## config.mk

```make
export PLATFORM = sky130hd
export DESIGN_NAME = ief_flags
export DESIGN_NICKNAME = d
export VERILOG_FILES = /design/src/include/ief_pkg.sv /design/src/verilog/ief_flags.sv /design/src/verilog/ief_line_sync.sv
export VERILOG_INCLUDE_DIRS = /design/src /design/src/include
export SDC_FILE = /design/constraint.sdc
export NUM_CORES = 1
export LEC_CHECK = 0
export ABC_AREA = 1
export BUFFER_PORTS_ARGS = -buffer_cell sky130_fd_sc_hd__buf_2
export CORE_MARGIN = 2
export CORE_UTILIZATION = 30
export CTS_CLUSTER_DIAMETER = 40
export DETAILED_ROUTE_END_ITERATION = 12
export GPL_ROUTABILITY_DRIVEN = 0
export PLACE_DENSITY = 0.54
export SLEW_MARGIN = 20
export SYNTH_ARGS = -nofsm -noshare
export SYNTH_HDL_FRONTEND = slang
export SYNTH_SLANG_ARGS = --single-unit
export TNS_END_PERCENT = 100
```

## constraint.sdc

```tcl
create_clock -name clock -period 1.8 [get_ports clock]
set_input_delay 0.45 -clock clock [delete_from_list [all_inputs] [get_ports clock]]
set_output_delay 0.45 -clock clock [all_outputs]
set_load 0.005 [all_outputs]
```

## src/include/ief_params.svh

```systemverilog
// Constants of the two-wire bus event-flag block.
//
// Behaviour
// Stop-seen flag, bit 16, sets on any bus stop, even as a bystander.
// Clock-low timeout flag, bit 15, sets on each clock-low timeout expiry.
// Idle timeout flag, bit 14, sets on each bus idle timeout expiry.
// Receive underflow flag, bit 13, sets when popping an empty receive buffer.
// Transmit overflow flag, bit 12, sets on a write into a full buffer.
// Bus-held flag, bit 11, sets when the controller starts holding the bus.
// Bus error sets bit 10, recovers automatically and aborts the transfer.
// Arbitration-lost flag, bit 9, sets whenever arbitration is lost.
// Master-stop flag, bit 8, sets only after a stop sent without losing.
// Bit 7 sets on a received not-acknowledge, bit 6 on an acknowledge.
// Receive-valid, bit 5, is high while receive data waits; read clears.
// Transmit-empty, bit 4, resets to 1; set when empty, cleared on write.
// Transfer-complete, bit 3, sets when shifter and buffer are both empty.
// Address-accepted, bit 2, sets on own or general call address.
// Repeated-start flag, bit 1, sets on every repeated start on the bus.
// Start flag, bit 0, sets when this device has sent a start.
// Flags are read-only; all reset 0 except transmit-empty; 31:17 reserved.
// Writing 1 to the set register forces a flag high; 0 leaves it.
// Writing 1 to the clear register clears the matching flags.
// Event flags stick until cleared; a set in the clear cycle wins.
`ifndef IEF_PARAMS_SVH
`define IEF_PARAMS_SVH

// ==========================================================================
// Register offsets (byte addresses).
`define IEF_OFF_CTRL      12'h000
`define IEF_OFF_RX_POP    12'h01C
`define IEF_OFF_TX_DATA   12'h024
`define IEF_OFF_FLAGS     12'h028
`define IEF_OFF_FLAG_SET  12'h02C
`define IEF_OFF_FLAG_CLR  12'h030

// ==========================================================================
// Flag bit positions.
`define IEF_B_STOP_SEEN   16
`define IEF_B_SCL_TO      15
`define IEF_B_IDLE_TO     14
`define IEF_B_RX_UF       13
`define IEF_B_TX_OF       12
`define IEF_B_HELD        11
`define IEF_B_BUS_ERR     10
`define IEF_B_ARB_LOST    9
`define IEF_B_MASTER_STOP_SENT_FLAG       8
`define IEF_B_NACK        7
`define IEF_B_ACK         6
`define IEF_B_RX_VALID    5
`define IEF_B_TX_EMPTY    4
`define IEF_B_SHIFT_DONE  3
`define IEF_B_ADDR        2
`define IEF_B_RESTART     1
`define IEF_B_START       0
`define IEF_FLAG_MSB      16

// Flags that software may set or clear (bits 5 and 4 track buffer state).
`define IEF_STICKY_MASK   17'h1_FFCF
`define IEF_FLAGS_RESET   17'h0_0000

// ==========================================================================
// Control register fields and timeout scaling.
`define IEF_CTRL_SCLTO_LSB 0
`define IEF_CTRL_IDLETO_LSB 4
`define IEF_CTRL_RESET    8'h00
`define IEF_TO_SEL_OFF    2'h0
`define IEF_TO_CNT_W      20
`define IEF_SCL_TO_BASE   20'h0_1000
`define IEF_IDLE_TO_BASE  20'h0_0400

`endif

```

## src/include/ief_pkg.sv

```systemverilog
// Types shared by the two-wire bus event-flag block.
package ief_pkg;
  typedef logic [16:0] ief_flags_t;
  typedef logic [7:0]  ief_byte_t;
  typedef logic [1:0]  ief_to_sel_t;
endpackage

```

## src/verilog/ief_flags.sv

```systemverilog
// Event-flag register of a two-wire bus controller with its buffer states.
`timescale 1ns/1ps
`include "ief_params.svh"
module ief_flags
  import ief_pkg::*;
#(
  parameter logic [19:0] SCL_TO_BASE  = `IEF_SCL_TO_BASE,
  parameter logic [19:0] IDLE_TO_BASE = `IEF_IDLE_TO_BASE
) (
  input  wire logic       clock,
  input  wire logic       sys_rst,
  // Register port.
  input  wire logic [11:0] reg_addr,
  input  wire logic [31:0] reg_wdata,
  input  wire logic       reg_wr,
  input  wire logic       reg_rd,
  output logic [31:0]     reg_rdata,
  // Bus lines, asynchronous to the clock.
  input  wire logic       scl_in,
  input  wire logic       sda_in,
  // Events from the protocol engine, on the same clock.
  input  wire logic       start_sent,
  input  wire logic       stop_sending,
  input  wire logic       stop_sent,
  input  wire logic       arb_lost,
  input  wire logic       ack_rcvd,
  input  wire logic       nack_rcvd,
  input  wire logic       addr_accept,
  input  wire logic       hold_active,
  input  wire logic       byte_active,
  input  wire logic       engine_error,
  input  wire logic       shift_empty,
  input  wire logic       rx_push,
  input  wire ief_byte_t  rx_byte,
  input  wire logic       tx_take,
  // Towards the protocol engine.
  output ief_byte_t       tx_byte,
  output logic            tx_avail,
  output logic            xfer_abort,
  output logic            bus_busy
);
  logic       scl_s;
  logic       start_det;
  logic       stop_det;
  ief_flags_t flags_q;
  ief_flags_t hw_set;
  ief_flags_t sw_set;
  ief_flags_t sw_clr;
  ief_flags_t flags_view;
  logic [7:0] ctrl_q;
  ief_byte_t  rx_data_q;
  logic       rx_full_q;
  ief_byte_t  tx_data_q;
  logic       tx_full_q;
  logic       busy_q;
  logic       abort_q;
  logic       hold_p_q;
  logic       stop_lost_q;
  logic [31:0] rdata_q;
  logic [19:0] scl_cnt_q;
  logic [19:0] idle_cnt_q;
  logic [19:0] scl_limit;
  logic [19:0] idle_limit;
  logic       scl_to;
  logic       idle_to;
  logic       bus_err;
  logic       wr_ctrl;
  logic       wr_tx;
  logic       wr_set;
  logic       wr_clr;
  logic       rd_pop;
  ief_to_sel_t scl_sel;
  ief_to_sel_t idle_sel;

  ief_line_sync u_sync (
    .clock     (clock),
    .sys_rst   (sys_rst),
    .scl_in    (scl_in),
    .sda_in    (sda_in),
    .scl_s     (scl_s),
    .sda_s     (),
    .start_det (start_det),
    .stop_det  (stop_det)
  );

  // ========================================================================
  // Register decode.
  assign wr_ctrl = reg_wr & (reg_addr == `IEF_OFF_CTRL);
  assign wr_tx   = reg_wr & (reg_addr == `IEF_OFF_TX_DATA);
  assign wr_set  = reg_wr & (reg_addr == `IEF_OFF_FLAG_SET);
  assign wr_clr  = reg_wr & (reg_addr == `IEF_OFF_FLAG_CLR);
  assign rd_pop  = reg_rd & (reg_addr == `IEF_OFF_RX_POP);

  // Control register holds the two timeout selections.
  always_ff @(posedge clock) begin
    if (sys_rst) begin
      ctrl_q <= `IEF_CTRL_RESET;
    end else if (wr_ctrl) begin
      ctrl_q <= reg_wdata[7:0];
    end
  end

  assign scl_sel  = ctrl_q[`IEF_CTRL_SCLTO_LSB +: 2];
  assign idle_sel = ctrl_q[`IEF_CTRL_IDLETO_LSB +: 2];

  // ========================================================================
  // Timeouts: a selection of 1, 2 or 3 gives one, two or four base lengths.
  assign scl_limit  = SCL_TO_BASE << (scl_sel - 2'h1);
  assign idle_limit = IDLE_TO_BASE << (idle_sel - 2'h1);

  // Clock-low counter fires once per low stretch that outlasts the limit.
  always_ff @(posedge clock) begin
    if (sys_rst || scl_s || scl_sel == `IEF_TO_SEL_OFF) begin
      scl_cnt_q <= '0;
    end else if (scl_cnt_q != scl_limit) begin
      scl_cnt_q <= scl_cnt_q + 20'h0_0001;
    end
  end
  assign scl_to = (scl_sel != `IEF_TO_SEL_OFF) && !scl_s
                  && (scl_cnt_q == scl_limit - 20'h0_0001);

  // Idle counter runs while the bus is busy but the clock rests high.
  always_ff @(posedge clock) begin
    if (sys_rst || !scl_s || !busy_q || idle_sel == `IEF_TO_SEL_OFF) begin
      idle_cnt_q <= '0;
    end else begin
      idle_cnt_q <= idle_cnt_q + 20'h0_0001;
    end
  end
  assign idle_to = busy_q && scl_s && (idle_sel != `IEF_TO_SEL_OFF)
                   && (idle_cnt_q == idle_limit - 20'h0_0001);

  // ========================================================================
  // A bus condition in the middle of a byte is a misplaced one.
  assign bus_err = engine_error | ((start_det | stop_det) & byte_active);

  // Busy tracks the bus; an idle timeout or bus error frees it again.
  always_ff @(posedge clock) begin
    if (sys_rst) begin
      busy_q <= 1'b0;
    end else if (stop_det || idle_to || bus_err) begin
      busy_q <= 1'b0;
    end else if (start_det) begin
      busy_q <= 1'b1;
    end
  end

  // Abort pulse tells the engine to drop the transfer and release lines.
  always_ff @(posedge clock) begin
    if (sys_rst) begin
      abort_q <= 1'b0;
    end else begin
      abort_q <= bus_err;
    end
  end

  // Remember a lost arbitration while our stop goes out.
  always_ff @(posedge clock) begin
    if (sys_rst || !stop_sending) begin
      stop_lost_q <= 1'b0;
    end else if (arb_lost) begin
      stop_lost_q <= 1'b1;
    end
  end

  // Hold edge detect; only the start of a hold is an event.
  always_ff @(posedge clock) begin
    if (sys_rst) begin
      hold_p_q <= 1'b0;
    end else begin
      hold_p_q <= hold_active;
    end
  end

  // ========================================================================
  // Receive buffer, one byte; the pop read empties it.
  always_ff @(posedge clock) begin
    if (sys_rst) begin
      rx_full_q <= 1'b0;
      rx_data_q <= '0;
    end else if (rx_push) begin
      rx_full_q <= 1'b1;
      rx_data_q <= rx_byte;
    end else if (rd_pop) begin
      rx_full_q <= 1'b0;
    end
  end

  // Transmit buffer, one byte; a write into a full buffer is dropped.
  always_ff @(posedge clock) begin
    if (sys_rst) begin
      tx_full_q <= 1'b0;
      tx_data_q <= '0;
    end else if (wr_tx && !tx_full_q) begin
      tx_full_q <= 1'b1;
      tx_data_q <= reg_wdata[7:0];
    end else if (tx_take || bus_err) begin
      tx_full_q <= 1'b0;
    end
  end

  // ========================================================================
  // Hardware events, one bit per flag.
  always_comb begin
    hw_set = '0;
    hw_set[`IEF_B_STOP_SEEN]  = stop_det;
    hw_set[`IEF_B_SCL_TO]     = scl_to;
    hw_set[`IEF_B_IDLE_TO]    = idle_to;
    hw_set[`IEF_B_RX_UF]      = rd_pop & ~rx_full_q;
    hw_set[`IEF_B_TX_OF]      = wr_tx & tx_full_q;
    hw_set[`IEF_B_HELD]       = hold_active & ~hold_p_q;
    hw_set[`IEF_B_BUS_ERR]    = bus_err;
    hw_set[`IEF_B_ARB_LOST]   = arb_lost;
    hw_set[`IEF_B_MASTER_STOP_SENT_FLAG]      = stop_sent & ~stop_lost_q & ~arb_lost;
    hw_set[`IEF_B_NACK]       = nack_rcvd;
    hw_set[`IEF_B_ACK]        = ack_rcvd;
    hw_set[`IEF_B_SHIFT_DONE] = shift_empty & ~tx_full_q;
    hw_set[`IEF_B_ADDR]       = addr_accept;
    hw_set[`IEF_B_RESTART]    = start_det & busy_q;
    hw_set[`IEF_B_START]      = start_sent;
  end

  // Software set and clear reach only the sticky event bits.
  assign sw_set = wr_set ? reg_wdata[16:0] & `IEF_STICKY_MASK : '0;
  assign sw_clr = wr_clr ? reg_wdata[16:0] & `IEF_STICKY_MASK : '0;

  // Sticky flags: clear first, then set, so a same-cycle event survives.
  always_ff @(posedge clock) begin
    if (sys_rst) begin
      flags_q <= `IEF_FLAGS_RESET;
    end else begin
      flags_q <= ((flags_q & ~sw_clr) | sw_set | hw_set)
                 & `IEF_STICKY_MASK;
    end
  end

  // Buffer flags are live views of the buffer state, not stored events.
  always_comb begin
    flags_view = flags_q;
    flags_view[`IEF_B_RX_VALID] = rx_full_q;
    flags_view[`IEF_B_TX_EMPTY] = ~tx_full_q;
  end

  // ========================================================================
  // Read data stands one cycle after the strobe; reserved bits read zero.
  always_ff @(posedge clock) begin
    if (sys_rst) begin
      rdata_q <= '0;
    end else if (reg_rd) begin
      case (reg_addr)
        `IEF_OFF_CTRL:   rdata_q <= {24'h00_0000, ctrl_q};
        `IEF_OFF_RX_POP: rdata_q <= {24'h00_0000, rx_data_q};
        `IEF_OFF_FLAGS:  rdata_q <= {15'h0000, flags_view};
        default:         rdata_q <= '0;
      endcase
    end else begin
      rdata_q <= '0;
    end
  end

  assign reg_rdata  = rdata_q;
  assign tx_byte    = tx_data_q;
  assign tx_avail   = tx_full_q;
  assign xfer_abort = abort_q;
  assign bus_busy   = busy_q;
endmodule

```

## src/verilog/ief_line_sync.sv

```systemverilog
// Bus line synchroniser and start and stop condition detector.
`timescale 1ns/1ps
module ief_line_sync (
  input  wire logic clock,
  input  wire logic sys_rst,
  input  wire logic scl_in,
  input  wire logic sda_in,
  output logic      scl_s,
  output logic      sda_s,
  output logic      start_det,
  output logic      stop_det
);
  logic scl_m_q;
  logic sda_m_q;
  logic scl_s_q;
  logic sda_s_q;
  logic sda_p_q;

  // ========================================================================
  // Two flops per line, and a third on data for edge detection; the first one is read by the second alone.
  always_ff @(posedge clock) begin
    if (sys_rst) begin
      scl_m_q <= 1'b1;
      sda_m_q <= 1'b1;
      scl_s_q <= 1'b1;
      sda_s_q <= 1'b1;
      sda_p_q <= 1'b1;
    end else begin
      scl_m_q <= scl_in;
      sda_m_q <= sda_in;
      scl_s_q <= scl_m_q;
      sda_s_q <= sda_m_q;
      sda_p_q <= sda_s_q;
    end
  end

  // Data edges while the clock line stays high mark bus conditions.
  assign scl_s     = scl_s_q;
  assign sda_s     = sda_s_q;
  assign start_det = scl_s_q & sda_p_q & ~sda_s_q;
  assign stop_det  = scl_s_q & ~sda_p_q & sda_s_q;
endmodule

```

==> impl_metrics.tcl, run 1 <==
set metrics [dict create \
    drive_gt1_share_pct 17.0 \
    cts.path.max_buffers 2 \
    ios 114 \
    combinationalPowerShare_pct 5.0 \
    root_buffer "clkbuf_16" \
    cts_setup_buffers 0 \
    grt_pass1_wl_um 22700 \
    cts_tree "built" \
    yosys.area_share.simple_pct 32.6 \
    p_int_mw 3.48 \
    synthAdderAreaFrac_pct 2.68 \
    rsz0062_at_grt "false" \
    syn_to_final_growth_pct 20.7 \
    pre_cts_ws_ns -0.0411 \
    drt_iter0_markers 314 \
    power_leakage_nw 2.51 \
    r2r_start "idle_cnt_q[0]" \
    htreeDepth 3 \
    status "finished clean" \
    cts_num_sinks 107 \
    num-fill-cells 1774 \
    multi_input_area_mm2 0.00249 \
    synthesis.area_mm2 0.00513 \
    placedCellCount 1045 \
    path_cells "ha_1, nand2_1, nor2_1, nand3_1, nor2_1, nand3_1, nand2_1, nor2_1" \
    initial_core_util_pct 30.8 \
    cp-startpoint "idle_cnt_q[0]" \
    numCtsBuffers 9 \
    crit_family "simple AND/OR/NAND/NOR gates" \
    gr-total-overflow 0 \
    post_drt_wl_per_cell_um 13.0 \
    grt_max_degree 21 \
    cp-start-kind "flop" \
    final_cell_mix "nand2_1, nor2_1, dfxtp_1, inv_1, buf_2" \
    core_mm2 0.0166 \
    cts_hold_buf 0 \
    critical_path.slowest_cell "dfxtp_1" \
    maxSlewViolCount 0 \
    end_kind "flop" \
    wirelength_um 13800 \
    synthXorXnorAreaFrac_pct 1.71 \
    port_buffers 83 \
    p_total_mw 4.65 \
    cp-endpoint "idle_cnt_q[18]" \
    rrSetupSlack_ns 0.22 \
    cp.depth 8 \
    fin_ws_ns 0.222 \
    synth-seq-area-share_pct 41.8 \
    synth_compound_area_share_pct 10.5 \
    utilization_pct 37.2 \
    cp_max_fo 4 \
    grt_pass1_vias 4553 \
    skew_ns 0.0121 \
    timing.rr.end "idle_cnt_q[18]" \
    yosys.cell_types.count 34 \
    cap_violations 0 \
    ys_ff_latch 107 \
    crit_type "reg -> reg" \
    synth_top_family_by_area "simple AND/OR/NAND/NOR gates" \
    hold_viol 0 \
    cp_data_arrival_time_ns 1.83 \
    critPathMaxStageDelay_ns 0.35 \
    fin_nets 918 \
    grt_use_total_pct 15.9 \
    tns_ns 0 \
    avgSynthCellArea_um2 6.97 \
    dp_hpwl_um 10500 \
    grt_util_met3_pct 3.45 \
    final_common_cell "nand2_1" \
    die_area_mm2 0.0181 \
    firstDrtPassIters 4 \
    synth_mux_area_share_pct 0 \
    fp.dieW_um 135 \
    fin_crit_sh_pct 87.6 \
    p_clk_share_pct 42.9 \
    vias_per_cell 4.53 \
    die_h_um 135 \
    yosysWarnings 0 \
    ant_nets 0 \
    hold_path.class "in -> reg" \
    grt_busiest_layer "met2" \
    cp.required_ns 2.06 \
    setup_viol 0 \
    cts_resized 0 \
    post-route-drc-count 0 \
    dpl-instance-area_mm2 0.00589 \
    clkSlewWorstSetupHoldPaths_ns 0.07 \
    dr_total_vias 4804 \
    seqPwrFrac_pct 52.1 \
    diodes 0 \
    cpMostUsedCell "nor2_1" \
    synth_cells 735 \
    min_period_ns 1.58 \
    worstRegToRegCells 8 \
    holdWs_ns 0.269 \
    final_cells 1061 \
    timing.fmax_mhz 634 \
    swShare_pct 25.1 \
    use_met2_pct 24.8 \
    net-switching-power_mw 1.17 \
    antenna_found_initial 0 \
    clkLatencyLatePin_ns 0.37 \
    irDropWorstVdd_mv 0.475 \
    cp_num_buf_inv 0 \
    seqCellArea_mm2 0.00214 \
    rows 47 \
    cellPowerDensity_mw_per_mm2 751 \
    use_met1_pct 22.2 \
    fin_area_mm2 0.00619 \
]
-- cell families after synthesis --
| group | after synthesis |
|---|---|
| simple gates | 376 |
| buf+inv | 126 |
| flops | 107 |
| compound gates | 104 |
| xor+xnor | 10 |
| other cells | 1 |
| fa+ha+maj | 11 |
-- layout make-up --
class,count,area share (%)
flip-flops and latches,107,34.6
repair buffers,106,10.1
inverters,96,5.82
well taps,220,4.45
clock buffers,10,3.70
clock inverters,6,1.05
multi-input cells,516,40.3
-- cells in the mapped netlist (all sizes together) --
cell / n / area, µm²
xor2: 6 / 52.6
nand2: 137 / 522
buf: 23 / 159
nor2: 127 / 523
nand3: 77 / 413
clkinv: 2 / 7.51
nor3b: 1 / 7.51
o21a: 2 / 15.0
a31oi: 12 / 75.1
and3: 1 / 6.26
conb: 1 / 3.75
o21ai: 43 / 215
nor3: 12 / 65.1
nor4: 1 / 6.26
nand3b: 1 / 7.51
clkbuf: 7 / 26.3
xnor2: 4 / 35.0
ha: 11 / 138
dfxtp: 107 / 2140
or2: 6 / 37.5
a21oi: 47 / 235
inv: 94 / 353
nand4: 13 / 81.3
-- worst min path at each step --
stage / from / to / slack, ns / depth (start not counted)
3_3_place_gp: u_sync.scl_m_q / u_sync.scl_s / 0.39 / 1
3_5_place_dp: u_sync.scl_m_q / u_sync.scl_s / 0.40 / 1
5_1_grt: scl_in / u_sync.scl_m_q / 0.27 / 2
6_report: scl_in / u_sync.scl_m_q / 0.27 / 2
4_1_cts: scl_in / u_sync.scl_m_q / 0.26 / 2
2_1_floorplan: u_sync.scl_m_q / u_sync.scl_s / 0.39 / 1
-- per-layer routing --
layer,part of all wire [%],vias to the layer above
li1,-,2528
met1,50,2168
met4,1.1,0
met3,4.4,9
met2,45,99
met5,0,-
-- flip-flops by register name, summed over array words and instances, names as in the netlist, 8 cells and up --
signal      cells
rx_data_q       8
reg_rdata      17
idle_cnt_q     20
scl_cnt_q      20
ctrl_q          8
tx_byte         8
flags_q        15
-- worst register-to-register path: cells and delay by family (launching register included) --
kind                       cells  cell delay [ns]
and+or+nand+nor                7             0.95
DFF                            1             0.35
adders and majority gates      1             0.17
-- power by group through the flow --
stage / sequential, mW / clock (mW) / combinational (mW)
after detailed placement: 2.48 / 0 / 0.232
after global routing: 2.43 / 2.14 / 0.264
after CTS: 2.42 / 2.07 / 0.233
final: 2.42 / 2.00 / 0.231
after floorplan: 2.47 / 0 / 0.126
after global placement: 2.48 / 0 / 0.231
Note: power is estimated with default switching activity, not from simulation.
==> run 2, diff against run 1 <==
--- a/config.mk
+++ b/config.mk
@@ -17,5 +17,6 @@
 export SLEW_MARGIN = 20
 export SYNTH_ARGS = -nofsm -noshare
 export SYNTH_HDL_FRONTEND = slang
+export SYNTH_HIERARCHICAL = 1
 export SYNTH_SLANG_ARGS = --single-unit
 export TNS_END_PERCENT = 100
==> run 2 against run 1 <==
Compared with the run above:
- register-to-register slack gained 0.02 ns
- clock skew decreased by 0.0023 ns
- highest routed layer unchanged
- worst setup slack better by 0.016 ns
- utilization is 1.3 points lower
- die area up 5.2%
- sequential share of layout area decreased by 1.1 points
- sequential cell count stayed put
- worst hold slack improved by 0.015 ns
- critical path depth down 2
- area after synthesis increased by 5.3%
- power increased by 0.28%
==> impl_metrics.tcl, run 2 <==
set metrics [dict create \
    cts_tree "built" \
    gr-total-overflow 0 \
    cts_num_sinks 107 \
    synth_cells 783 \
    firstDrtPassIters 4 \
    cap_violations 0 \
    cp_data_arrival_time_ns 1.84 \
    pre_cts_ws_ns 0.121 \
    ant_nets 0 \
    min_period_ns 1.56 \
    hold_path.class "in -> reg" \
    cellPowerDensity_mw_per_mm2 729 \
    skew_ns 0.00989 \
    timing.fmax_mhz 640 \
    yosys.cell_types.count 37 \
    synth-seq-area-share_pct 39.7 \
    rsz0062_at_grt "false" \
    dr_total_vias 4912 \
    placedCellCount 1099 \
    antenna_found_initial 0 \
    fin_crit_sh_pct 86.8 \
    avgSynthCellArea_um2 6.90 \
    crit_type "reg -> reg" \
    end_kind "flop" \
    clkSlewWorstSetupHoldPaths_ns 0.07 \
    irDropWorstVdd_mv 0.612 \
    power_leakage_nw 2.68 \
    cts_setup_buffers 0 \
    vias_per_cell 4.41 \
    root_buffer "clkbuf_16" \
    die_h_um 138 \
    final_cells 1114 \
    fp.dieW_um 138 \
    final_common_cell "nand2_1" \
    ys_top_cells_by_area "dfxtp_1, nand2_1, nor2_1" \
    die_area_mm2 0.0191 \
    dp_hpwl_um 10400 \
    critical_path.slowest_cell "dfxtp_1" \
    yosysWarnings 6 \
    port_buffers 83 \
    final_cell_mix "nand2_1, nor2_1, dfxtp_1, nand3_1, buf_2" \
    grt_pass1_wl_um 22800 \
    synth_most_common_cell "nand2_1" \
    clkLatencyLatePin_ns 0.36 \
    holdWs_ns 0.285 \
    tns_ns 0 \
    wirelength_um 13600 \
    async_reset_ff_share_pct 0 \
    synth_top_area_share_pct 39.7 \
    synthesis.area_mm2 0.00540 \
    utilization_pct 35.8 \
    post-route-drc-count 0 \
    grt_pass1_vias 4629 \
    ys.flop_type "dfxtp_1" \
    hold_viol 0 \
    fin_ws_ns 0.238 \
    rrSetupSlack_ns 0.24 \
    cp_max_fo 18 \
    ys_ff_latch 107 \
    diodes 0 \
    core_mm2 0.0178 \
    maxSlewViolCount 0 \
    grt_use_total_pct 14.6 \
    synth_area_leader_cell "dfxtp_1" \
    synth_enable_flop_cells 0 \
    htreeDepth 3 \
    status "finished clean" \
    rows 49 \
    path_cells "inv_1, ha_1, or2_1, nor2_2, inv_2, a21oi_1" \
    critPathMaxStageDelay_ns 0.39 \
    ios 114 \
    grt_max_degree 33 \
    cts.path.max_buffers 2 \
    drive_gt1_share_pct 18.5 \
    setup_viol 0 \
    cp.required_ns 2.08 \
    post_drt_wl_per_cell_um 12.2 \
    drt_iter0_markers 332 \
    cp-start-kind "flop" \
    syn_to_final_growth_pct 18.4 \
    fin_nets 963 \
    synth_commonest_cells "nand2_1, nor2_1, dfxtp_1" \
    numCtsBuffers 9 \
    initial_core_util_pct 30.3 \
]
==> run 2: path summary, 6_finish.rpt <==
path / start / end / cells after the start
max reg2reg: ctrl_q[1] / scl_cnt_q[6] / 6
min reg2reg: u_sync/sda_m_q / u_sync/sda_s / 1
min: scl_in / u_sync/scl_m_q / 2
max: ctrl_q[1] / scl_cnt_q[6] / 6
==> run 2: power breakdown <==
group / leakage [nW] / switching (mW) / total (mW) / internal (mW)
Sequential: 0.869 / 0.0205 / 2.42 / 2.40
Clock: 0.144 / 0.916 / 2.00 / 1.09
Combinational: 1.67 / 0.142 / 0.236 / 0.0939
==> run 2: final cells by class <==
class | count | area [µm²]
Inverter | 86 | 323
Sequential cell | 107 | 2140
Clock buffer | 10 | 229
Multi-Input combinational cell | 573 | 2760
Clock inverter | 5 | 63.8
Timing Repair Buffer | 104 | 586
Fill cell | 1937 | 11400
Tap cell | 229 | 287
==> run 2: through the flow <==
step	area, µm²	total power, mW
2_1_floorplan	5450	2.61
3_3_place_gp	6090	2.72
3_5_place_dp	6090	2.72
4_1_cts	6390	4.73
5_1_grt	6390	4.85
6_report	6390	4.66
==> run 2: kinds of logic (layout without fill, tap and decap cells) <==
family,count (synthesis),in the layout,share of synthesized area [%]
AO/OA/AOI/OAI,72,72,7.25
adder cells (fa/ha/maj),11,11,2.55
flip-flops,107,107,39.7
XOR/XNOR,5,5,0.811
buffers and inverters,117,205,10.2
other,1,15,0.0694
AND/OR/NAND/NOR,470,470,39.4
==> run 2: repair_timing <==
item	in CTS	in global routing
endpoints found under the setup margin	0	20
hold buffers	0	0
resized for setup	0	3
==> run 2: routing by layer <==
metal / up-vias / wire, µm / GRT usage, %
met4: 0 / 235 / 4.46
met5: - / 0 / 0
met3: 17 / 597 / 3.29
met1: 2168 / 6800 / 20.6
li1: 2638 / - / -
met2: 89 / 5920 / 22.5
==> run 2: worst max-delay path, delay by kind of cell, from the launching register on <==
| kind | cells | cell delay (ns) |
|---|---|---|
| AO/OA/AOI/OAI | 1 | 0.16 |
| adder cells (fa/ha/maj) | 1 | 0.22 |
| buffers and inverters | 2 | 0.30 |
| flip-flops | 1 | 0.39 |
| AND/OR/NAND/NOR | 2 | 0.42 |
